--- config.mk ---
export PLATFORM = sky130hd
export DESIGN_NAME = rfd_responder
export DESIGN_NICKNAME = d
export VERILOG_FILES = /design/src/include/rfd_pkg.sv /design/src/logic/rfd_responder.sv
export VERILOG_INCLUDE_DIRS = /design/src /design/src/include
export SDC_FILE = /design/constraint.sdc
export NUM_CORES = 2
export LEC_CHECK = 0
export BUFFER_PORTS_ARGS = -buffer_cell sky130_fd_sc_hd__buf_2
export CORE_MARGIN = 3
export CORE_UTILIZATION = 61
export DETAILED_ROUTE_END_ITERATION = 12
export GPL_ROUTABILITY_DRIVEN = 0
export PLACE_DENSITY = 0.77
export SLEW_MARGIN = 0
export SYNTH_ARGS = -nofsm -noshare
export SYNTH_HDL_FRONTEND = slang
export SYNTH_SLANG_ARGS = --single-unit
--- constraint.sdc ---
create_clock -name clk_in -period 12.3 [get_ports clk_in]
set_clock_uncertainty 0.1 [all_clocks]
set_input_delay 0.615 -clock clk_in [delete_from_list [all_inputs] [get_ports clk_in]]
set_output_delay 0.615 -clock clk_in [all_outputs]
set_load 0.005 [all_outputs]
--- src/include/rfd_map.svh ---
// Frame codes, byte positions and sizes used by the calibration file download responder.
`ifndef RFD_MAP_SVH
`define RFD_MAP_SVH
`define RFD_CODE_CMD 8'h07
`define RFD_CODE_ACK 8'h06
`define RFD_CODE_NAK 8'h15
`define RFD_ADDR_BCAST 8'hff
`define RFD_CMD0_FILE 8'h44
`define RFD_CMD1_ANALOG 8'h4c
`define RFD_CMD1_DIGITAL 8'h32
`define RFD_CMD2_SIZE 8'h3f
`define RFD_CMD2_FETCH 8'h4e
`define RFD_SUM_OK 8'hff
`define RFD_B_CODE 3'h0
`define RFD_B_ADDR 3'h1
`define RFD_B_CMD0 3'h2
`define RFD_B_CMD1 3'h3
`define RFD_B_CMD2 3'h4
`define RFD_B_LEN 3'h5
`define RFD_B_HCHK 7'h06
`define RFD_B_DATA 7'h07
`define RFD_MAX_LEN 8'h4a
`define RFD_PKT_BYTES 30
`define RFD_FILE_BYTES 256
`define RFD_SIZE_LEN 8'h01
`define RFD_FETCH_LEN 8'h01
`endif

--- src/include/rfd_pkg.sv ---
// Types shared by the calibration file download responder.
package rfd_pkg;
  // Gray-coded along receive, evaluate, transmit.
  typedef enum logic [1:0] {
    ST_RX = 2'b00,
    ST_EVAL = 2'b01,
    ST_TX = 2'b11
  } rfd_state_e;
endpackage

--- src/logic/rfd_responder.sv ---
// Serial command responder that serves the analog and digital calibration files.
// Behaviour
// Size query answers one-byte packet count.
// Host fetch request carries one index byte.
// Fetch returns packet content, 30 bytes max.
// Host asks count first, stays in range.
// Ack echoes address and command, checksummed.
// Host fetch frame is nine bytes long.
// Analog and digital files served separately.
// Header bytes zero to six sum 0xFF.
// Data checksum inverts data sum, data only.
// Ack on success, negative ack on failure.
// Accept broadcast or own unit address.
// Negative ack on bad index or checksum.
`timescale 1ns/1ps
`default_nettype none
`include "rfd_map.svh"
module rfd_responder #(
  parameter int PKT_BYTES = `RFD_PKT_BYTES,
  parameter int FILE_BYTES = `RFD_FILE_BYTES,
  localparam int AW = $clog2(FILE_BYTES),
  localparam int LW = $clog2(FILE_BYTES + 1)
) (
  input wire logic clk_in, // 40 MHz clock.
  input wire logic rst_n_in, // Synchronous reset, active low.
  input wire logic [3:0] unit_addr_in, // Configured unit address.
  input wire logic rx_valid_in, // Received byte strobe.
  input wire logic [7:0] rx_data_in, // Received byte.
  input wire logic tx_ready_in, // Transmitter takes the byte.
  output logic tx_valid_out, // Byte to send is present.
  output logic [7:0] tx_data_out, // Byte to send.
  input wire logic load_valid_in, // File byte write strobe.
  input wire logic load_file_in, // 0 analog, 1 digital.
  input wire logic [AW-1:0] load_addr_in, // File byte address.
  input wire logic [7:0] load_data_in, // File byte value.
  input wire logic [LW-1:0] analog_len_in, // Analog file length in bytes.
  input wire logic [LW-1:0] digital_len_in // Digital file length in bytes.
);

  // A larger file would need packet indices beyond one byte.
  if (PKT_BYTES < 1 || PKT_BYTES > int'(`RFD_MAX_LEN) || FILE_BYTES < 2
      || FILE_BYTES > 255 * PKT_BYTES) begin : g_bad_size
    $error("rfd_responder: unsupported packet or file size");
  end

  ////////////////////////////////////////////////////////////////////////////
  // File store, written by the loader port.
  logic [7:0] mem [2][FILE_BYTES];

  // Plain write port; reads happen during transmission only.
  always_ff @(posedge clk_in) begin
    if (load_valid_in) begin
      mem[load_file_in][load_addr_in] <= load_data_in;
    end
  end

  ////////////////////////////////////////////////////////////////////////////
  // Frame state.
  rfd_pkg::rfd_state_e st, next_st;
  logic [7:0] hdr [7];
  logic [7:0] next_hdr [7];
  logic [6:0] icnt, next_icnt, ocnt, next_ocnt;
  logic [7:0] rsum, next_rsum, dsum, next_dsum, dchk, next_dchk, rdata0, next_rdata0;
  logic [7:0] tsum, next_tsum, osum, next_osum, rlen, next_rlen, pcnt, next_pcnt;
  logic [15:0] rbase, next_rbase;
  logic ack, next_ack, rfile, next_rfile, next_tx_valid;
  logic [7:0] next_tx_data;

  // Decode helpers, valid while evaluating.
  logic addr_ok, hdr_ok, dat_ok, is_file, size_q, fetch_q;
  logic [LW-1:0] flen;
  logic [15:0] remain, base;
  logic [7:0] pcount, obyte;
  logic [6:0] total;
  logic [AW-1:0] raddr;

  // Packet count rounds up: a short last packet still counts.
  always_comb begin
    flen = (hdr[`RFD_B_CMD1] == `RFD_CMD1_DIGITAL) ? digital_len_in : analog_len_in;
    pcount = 8'((16'(flen) + 16'(PKT_BYTES - 1)) / 16'(PKT_BYTES));
    base = 16'(rdata0) * 16'(PKT_BYTES);
    remain = 16'(flen) - base;
    // address filter
    addr_ok = (hdr[`RFD_B_ADDR] == `RFD_ADDR_BCAST) || (hdr[`RFD_B_ADDR] == {4'h0, unit_addr_in});
    // header checksum check
    hdr_ok = (rsum == `RFD_SUM_OK);
    // data checksum check
    dat_ok = (hdr[`RFD_B_LEN] == 8'h00) || (8'(dsum + dchk) == `RFD_SUM_OK);
    // per-file command pairs
    is_file = (hdr[`RFD_B_CMD0] == `RFD_CMD0_FILE)
      && (hdr[`RFD_B_CMD1] == `RFD_CMD1_ANALOG || hdr[`RFD_B_CMD1] == `RFD_CMD1_DIGITAL);
    size_q = (hdr[`RFD_B_CMD2] == `RFD_CMD2_SIZE) && (hdr[`RFD_B_LEN] == 8'h00);
    // index range check
    fetch_q = (hdr[`RFD_B_CMD2] == `RFD_CMD2_FETCH) && (hdr[`RFD_B_LEN] == `RFD_FETCH_LEN)
      && (rdata0 < pcount);
  end

  // Outgoing byte for the next slot; checksum bytes invert the running sums.
  always_comb begin
    total = (rlen == 8'h00) ? 7'(`RFD_B_HCHK + 7'h01) : 7'(`RFD_B_DATA + 7'(rlen) + 7'h01);
    raddr = AW'(rbase + 16'(ocnt - `RFD_B_DATA));
    if (ocnt == 7'h00) begin
      // ack or negative ack code
      obyte = ack ? `RFD_CODE_ACK : `RFD_CODE_NAK;
    end else if (ocnt < 7'(`RFD_B_LEN)) begin
      // echo address and command
      obyte = hdr[ocnt[2:0]];
    end else if (ocnt == 7'(`RFD_B_LEN)) begin
      obyte = rlen;
    end else if (ocnt == `RFD_B_HCHK) begin
      // header checksum out
      obyte = ~tsum;
    end else if (ocnt == total - 7'h01) begin
      // data checksum out
      obyte = ~osum;
    end else if (hdr[`RFD_B_CMD2] == `RFD_CMD2_SIZE) begin
      // packet count byte, a count of zero included
      obyte = pcnt;
    end else begin
      // packet content
      obyte = mem[rfile][raddr];
    end
  end

  // Next-state logic for receive, evaluate and transmit.
  always_comb begin
    next_st = st;
    next_hdr = hdr;
    next_icnt = icnt;
    next_ocnt = ocnt;
    next_rsum = rsum;
    next_dsum = dsum;
    next_dchk = dchk;
    next_rdata0 = rdata0;
    next_tsum = tsum;
    next_osum = osum;
    next_rlen = rlen;
    next_pcnt = pcnt;
    next_rbase = rbase;
    next_ack = ack;
    next_rfile = rfile;
    next_tx_valid = tx_valid_out;
    next_tx_data = tx_data_out;
    case (st)
      rfd_pkg::ST_RX: begin
        // A stray byte outside a frame is dropped until a command code shows up.
        if (rx_valid_in && !(icnt == 7'h00 && rx_data_in != `RFD_CODE_CMD)) begin
          next_icnt = icnt + 7'h01;
          if (icnt <= `RFD_B_HCHK) begin
            next_hdr[icnt[2:0]] = rx_data_in;
            next_rsum = (icnt == 7'h00) ? rx_data_in : 8'(rsum + rx_data_in);
            next_dsum = 8'h00;
          end else if (icnt < `RFD_B_DATA + 7'(hdr[`RFD_B_LEN])) begin
            next_dsum = 8'(dsum + rx_data_in);
          end
          if (icnt == `RFD_B_DATA) begin
            next_rdata0 = rx_data_in;
          end
          if (icnt == 7'(`RFD_B_LEN) && rx_data_in > `RFD_MAX_LEN) begin
            next_icnt = 7'h00;
          end else if ((icnt == `RFD_B_HCHK && hdr[`RFD_B_LEN] == 8'h00)
              || (icnt > `RFD_B_HCHK && icnt == `RFD_B_DATA + 7'(hdr[`RFD_B_LEN]))) begin
            next_dchk = rx_data_in;
            next_st = rfd_pkg::ST_EVAL;
          end
        end
      end
      rfd_pkg::ST_EVAL: begin
        next_icnt = 7'h00;
        next_ocnt = 7'h00;
        next_tsum = 8'h00;
        next_osum = 8'h00;
        next_rfile = (hdr[`RFD_B_CMD1] == `RFD_CMD1_DIGITAL);
        next_rbase = base;
        // negative ack on a checksum, command, length or index failure
        next_ack = hdr_ok && dat_ok && is_file && (size_q || fetch_q);
        next_pcnt = (next_ack && size_q) ? pcount : 8'h00;
        if (!next_ack) begin
          next_rlen = 8'h00;
        end else if (size_q) begin
          next_rlen = `RFD_SIZE_LEN;
        end else begin
          // short final packet
          next_rlen = (remain < 16'(PKT_BYTES)) ? remain[7:0] : 8'(PKT_BYTES);
        end
        // silent for other units
        next_st = addr_ok ? rfd_pkg::ST_TX : rfd_pkg::ST_RX;
      end
      rfd_pkg::ST_TX: begin
        if (!tx_valid_out || tx_ready_in) begin
          if (ocnt == total) begin
            next_tx_valid = 1'b0;
            next_st = rfd_pkg::ST_RX;
          end else begin
            next_tx_valid = 1'b1;
            next_tx_data = obyte;
            next_ocnt = ocnt + 7'h01;
            if (ocnt < `RFD_B_HCHK) begin
              next_tsum = 8'(tsum + obyte);
            end else if (ocnt > `RFD_B_HCHK && ocnt < total - 7'h01) begin
              next_osum = 8'(osum + obyte);
            end
          end
        end
      end
      default: begin
        next_st = rfd_pkg::ST_RX;
      end
    endcase
  end

  // Registers only; reset puts the responder back to hunting for a frame.
  always_ff @(posedge clk_in) begin
    if (!rst_n_in) begin
      st <= rfd_pkg::ST_RX;
      hdr <= '{default: 8'h00};
      icnt <= 7'h00;
      ocnt <= 7'h00;
      rsum <= 8'h00;
      dsum <= 8'h00;
      dchk <= 8'h00;
      rdata0 <= 8'h00;
      tsum <= 8'h00;
      osum <= 8'h00;
      rlen <= 8'h00;
      pcnt <= 8'h00;
      rbase <= 16'h0000;
      ack <= 1'b0;
      rfile <= 1'b0;
      tx_valid_out <= 1'b0;
      tx_data_out <= 8'h00;
    end else begin
      st <= next_st;
      hdr <= next_hdr;
      icnt <= next_icnt;
      ocnt <= next_ocnt;
      rsum <= next_rsum;
      dsum <= next_dsum;
      dchk <= next_dchk;
      rdata0 <= next_rdata0;
      tsum <= next_tsum;
      osum <= next_osum;
      rlen <= next_rlen;
      pcnt <= next_pcnt;
      rbase <= next_rbase;
      ack <= next_ack;
      rfile <= next_rfile;
      tx_valid_out <= next_tx_valid;
      tx_data_out <= next_tx_data;
    end
  end

  logic hs;
  logic [7:0] asum;
  assign hs = tx_valid_out && tx_ready_in;

  // Independent sum of header bytes as they leave, restarted at the first data byte.
  always_ff @(posedge clk_in) begin
    if (hs) begin
      asum <= (ocnt == 7'h01 || ocnt == 7'h08) ? tx_data_out : 8'(asum + tx_data_out);
    end
  end
endmodule // rfd_responder
`default_nettype wire

**Word-level counts from Yosys, hierarchy flattened**

Memories as Yosys holds them, arrays and structs flattened. A register that Yosys moved wholly into a read port is not among the register bits.
Cells that the tools add are included.
W data, S select, Z words.

- Div/mod/pow operators: 1
- Add/subtract/negate cells: 15
- Magnitude comparators: 16
- Eq/ne operators: 30
- Mux-type cells: 54
- Multipliers: 1
- Reductions and logical operators: 43
- Bitwise operators: 8

Operators by type and width:

| operator | number |
|---|---|
| $mux W2048 | 1 |
| $mux W8 | 26 |
| $bmux W8 S8 | 1 |
| $demux W8 S8 | 1 |
| $bwmux W56 | 1 |
| $add A8 B8 Y8 | 6 |
| $eq A7 B3 Y1 const B | 5 |
| $mux W7 | 5 |
| $pmux W8 S2 | 2 |
| $pmux W7 S2 | 2 |
| $bmux W8 S3 | 1 |
| $demux W8 S3 | 1 |
| $eq A8 B7 Y1 const B | 3 |
| $eq A8 B8 Y1 const B | 3 |
| $add A7 B1 Y7 const B | 3 |
| $eq A7 B7 Y1 | 3 |
| $ge A9 B9 Y1 const B | 2 |
| $ne A2 B2 Y1 const B | 9 |
| $not A8 Y9 | 2 |
| $div A16 B5 Y16 const B | 1 |
| $eq A8 B6 Y1 const B | 2 |
| $logic_and A1 B1 Y1 | 16 |
| $logic_not A8 Y1 | 2 |
| $lt A16 B5 Y1 const B | 1 |
| 37 further kinds | 69 |

- Register bits after elaboration: 154
- Memories: 1
- Input port bits: 52
- RAM bits: 4096

Memories:

| name | words | width | rd ports | clocked after memory_dff | wr ports | line | RTL |
|---|---|---|---|---|---|---|---|
| mem | 2 | 2048 | 1 | 1 | 1 | rfd_responder.sv:48 | `logic [7:0] mem [2][FILE_BYTES];` |

**Longest topological paths before layout**

- Depth in word-level cells: 18
- Mapped depth: 29

**Least setup slack after synthesis**

OpenSTA, ideal clock, no wires.

- Path kind: register to register
- Start point: reg ocnt[1]
- End point: reg tsum[7]
- Arrival: 5820 ps
- Required time: 12066 ps
- Cell stages (with the launch flop): 28
- Setup slack: 6246 ps
- Period minus slack after synthesis: 6054 ps
- Cell sequence: dfxtp_1 ha_1 ha_1 inv_1 fa_1 xor2_2 buf_6 buf_4 buf_2 buf_4 mux4_2 mux2i_1 nor3_1 a21oi_1 nand3_1 o211ai_1 o21ai_1 nor2b_1 ha_1 a21o_1 a21o_1 a21oi_1 nor2b_1 o21ai_0 nand2b_1 or3b_2 mux2i_1 or4_1

- Cells in the longest elaborated chain, start to end: 17
- Elaborated cells between the ends (all ways): 31
- Classes of those cells: add/sub (3); order compare (2); eq/ne (6); mux (16); bitwise (2); reduce/logical (2)

Ends and longest elaborated chain:

| item | line | RTL |
|---|---|---|
| start: declaration | rfd_responder.sv:62 | `logic [6:0] icnt, next_icnt, ocnt, next_ocnt;` |
| start signal: assignment | rfd_responder.sv:236 | `ocnt <= next_ocnt;` |
| $sub A7 B3 Y8 (no source line) | - |  |
| $add A8 B8 Y8 | rfd_responder.sv:101 | `` raddr = AW'(rbase + 16'(ocnt - `RFD_B_DATA)); `` |
| $not A8 Y9 (not written as such) | rfd_responder.sv:121 | `obyte = mem[rfile][raddr];` |
| $bmux W8 S8 | rfd_responder.sv:121 |  |
| $mux W8 (not written as such) (2 in a row) | rfd_responder.sv:121 |  |
| $mux W8 | rfd_responder.sv:116 | `` end else if (hdr[`RFD_B_CMD2] == `RFD_CMD2_SIZE) begin `` |
| $mux W8 | rfd_responder.sv:113 | `end else if (ocnt == total - 7'h01) begin` |
| $mux W8 | rfd_responder.sv:110 | `` end else if (ocnt == `RFD_B_HCHK) begin `` |
| $mux W8 | rfd_responder.sv:108 | `` end else if (ocnt == 7'(`RFD_B_LEN)) begin `` |
| $mux W8 | rfd_responder.sv:105 | `` end else if (ocnt < 7'(`RFD_B_LEN)) begin `` |
| $mux W8 (*) | rfd_responder.sv:102 | `if (ocnt == 7'h00) begin` |
| named net obyte[2] | rfd_responder.sv:73 | `logic [7:0] pcount, obyte;` |
| $add A8 B8 Y8 (*) | rfd_responder.sv:199 | `next_tsum = 8'(tsum + obyte);` |
| $mux W8 (*) | rfd_responder.sv:198 | `` if (ocnt < `RFD_B_HCHK) begin `` |
| $mux W8 (*) | rfd_responder.sv:191 | `if (ocnt == total) begin` |
| $mux W8 (*) | rfd_responder.sv:190 | `if (!tx_valid_out \|\| tx_ready_in) begin` |
| $pmux W8 S2 (*) | rfd_responder.sv:144 | `case (st)` |
| end signal: assignment | rfd_responder.sv:241 | `tsum <= next_tsum;` |
| end: declaration | rfd_responder.sv:64 | `logic [7:0] tsum, next_tsum, osum, next_osum, rlen, next_rlen, pcnt, next_pcnt;` |

The timed path passes the listed nets; every way through them passes the cells marked *. The select of a mux whose other input is x is not followed.
A chain may end at the register's enable or synchronous reset.

**Final worst setup path**

- Start point: reg ocnt[0]
- End point: reg tsum[7]

The elaborated chain is that of the path after synthesis.

==> out/qor.txt <==
Run status -> complete, no violations
PwrDens -> 155 nW/um2
Placed cell count -> 11752
Cell row count -> 193
Worst Min Path Start -> load_data_in[0]
Syn nets -> 8514
Most frequent cells in the layout -> edfxtp_1, mux4_2, nor2_1
Class of the worst hold path -> primary input to flop
CP Launch Type -> flop
Detailed placer's ending HPWL -> 257000 um
Setup TNS -> 0 ps
Avg Inst Size Synth -> 20.4 um2
Top cell type's share of synthesized area -> 72.2%
Final period utilization -> 67.1%
Number of synthesized flops with an enable pin -> 4096
Initial antenna violation count -> 28
CTS root buf -> clkbuf_16
Post-synthesis cell count -> 8336
Max clock buf depth -> 4
H-tree depth -> 5
MaxCap Viol Count -> 0
WL final -> 448000 um
Hold Path Stages -> 1
Setup bufs post-CTS -> 0
Die width -> 535 um
Warnings, synthesis -> 0
Vias in the first global route -> 88865
Worst skew pair latency -> 960 ps
Hold Buf Count CTS -> 5
Final #Nets -> 8641
DRC -> 0
Pin count of the biggest net entering global routing -> 277
Synthesized flop and latch total -> 4246
DR vias -> 88100
Hold endpoint -> mem[1][1888]
Fmax -> 121 MHz
Clock slew at the register clock pins of the worst setup and hold paths -> 60 ps
# clock sinks -> 4246
Worst R2R Path Depth -> 23
Die area -> 286000 um2
First DRT Iteration DRCs -> 13818
Total track usage -> 31.6%
Worst path arrival time -> 8950 ps
Setup-failing EPs final -> 0
Critical path fanouts, max -> 68
I/O Buffers -> 60
Area Overhead vs Synth -> 10.2%
Req. time, crit path -> 13000 ps
CTS Buf Count -> 409
IO Pins -> 61
Synth top area cells -> edfxtp_1, mux4_2, dfxtp_1, nor2_1, nand2_1
Slew Limit Fails -> 0
Final ANT Viol Nets -> 0
Peak VDD IR -> 0.000139 V
First-pass GRT wire length -> 647000 um
Synth cell types -> 86
CTS resizes -> 0
Top cell type by total area after synthesis -> edfxtp_1
RSZ-0062 raised after global routing -> false
Setup slack, reg-to-reg -> 4040 ps
Critical R2R Launch -> ocnt[0]
CTS tree -> built
Final hold violations -> 0
Die H -> 535 um
Sequential-to-total area share from yosys stat -> 73.9%
Critical path type -> flop to flop
Asr flop ratio synth -> 0%
CP endpoint kind -> flop
Most common cell after layout, fill and taps aside -> edfxtp_1
Reg2reg end -> tsum[7]
Aggregate global routing overflow -> 0
Via density -> 7.02
Post-Syn Area -> 170000 um2
Starting density of the core -> 61.5%
Drt pass-1 iters -> 8
Total core area -> 277000 um2
Share of cells above drive strength 1 -> 23.9%
Leakage -> 0.0569 uW
Normalized max-slew margin -> 5.86%
Crit path time final -> 8260 ps
DR WL/cell -> 35.7 um
Non-filler cells, final -> 12550
Worst Setup SP -> ocnt[0]
Worst-margin pin slew -> 1410 ps
Post-synth top flop -> edfxtp_1
-- per-layer routing --
| metal | up-vias | GRT usage, % | share of wire [%] |
|---|---|---|---|
| met4 | 10 | 14.6 | 5.3 |
| li1 | 34562 | - | - |
| met1 | 45644 | 43.1 | 34 |
| met3 | 1191 | 8.63 | 13 |
| met5 | - | 0 | 0.017 |
| met2 | 6693 | 48.4 | 47 |
-- worst max path at each step --
stage | endpoint | slack, ps | cells past startpoint
final | tsum[7] | 4040 | 23
after detailed placement | tsum[7] | 4120 | 25
after floorplan | tsum[7] | 6250 | 27
after CTS | tsum[7] | 4070 | 23
after global placement | tsum[7] | 4140 | 25
after global routing | tsum[7] | 3670 | 25
-- layout make-up --
cell class / count / area (um2)
clock buffers: 504 / 10800
flip-flops and latches: 4246 / 126000
well taps: 3705 / 4640
fillers: 16614 / 89400
clock inverters: 265 / 2390
repair buffers: 203 / 1810
inverters: 69 / 262
diodes: 24 / 60.1
multi-input cells: 3534 / 41900
-- through the flow --
stage / utilization [%] / worst slack (ps) / total power, uW / hold WS (ps) / cell area, um2
floorplan: - / 6250 / 16400 / 315 / 170000
global placement: 63.0 / 4140 / 16800 / 349 / 175000
detailed placement: 63.0 / 4120 / 16800 / 366 / 175000
CTS: 67.7 / 4070 / 29100 / 11.9 / 188000
global route: 67.8 / 3670 / 29700 / 59.4 / 188000
finish: 67.8 / 4040 / 29000 / 73.3 / 188000
-- report_power, final --
part / total [uW] / switching (uW) / internal, uW / leakage (uW)
sequential: 15900 / 6.99 / 15900 / 0.0380
combinational: 704 / 570 / 134 / 0.0124
clock: 12500 / 5500 / 6980 / 0.00643
total: 29000 / 6080 / 23000 / 0.0569
-- flip-flops by register name (all words and copies together), names as in the netlist, 8 cells and up, named ones only --
signal	flops
tx_data_out	8
hdr	53
rsum	8
dchk	8
dsum	8
osum	8
rdata0	8
rlen	8
tsum	8
mem	4096
-- worst max-delay path, cell delays in order (launching register included) --
cell and delay (ps):
dfxtp_4 780, ha_4 230, inv_1 50, fa_4 490, xor2_4 620, buf_12 520
mux4_2 400, mux4_2 380, nor2_1 70, a221oi_1 580, o22ai_1 330, o31a_1 340
a211oi_1 650, ha_1 380, a21o_1 160, a21o_1 200, a21o_1 220, a21oi_1 260
nor2b_1 70, o21ai_0 170, nand2b_1 130, or3b_2 210, mux2i_1 60, or4_1 530
-- Yosys cell counts, types with 23 or more instances --
master       n
ha_1       106
buf_2      134
nand3_1    117
and3_1      30
and2_1      23
a21oi_1     65
mux2i_1    134
xnor2_1     37
buf_6       35
xor2_1      35
nand2b_1    29
edfxtp_1  4096
nor3_1      23
mux4_2    1244
clkbuf_1   227
nand4_1     98
nor2b_1    115
a22oi_1     23
buf_4       61
inv_1       69
buf_1       30
nand2_1    402
nor2_1     630
dfxtp_1    150
o21ai_0     73
-- logic make-up after synthesis --
family / Yosys count / share of synthesized area [%]
fa+ha+maj: 126 / 1.01
mux: 1389 / 17.3
simple gates: 1551 / 4.15
other cells: 1 / 0.00220
xor+xnor: 74 / 0.396
buf+inv: 556 / 1.61
flops: 4246 / 73.9
compound gates: 393 / 1.60
Note: power is estimated with default switching activity, not from simulation.
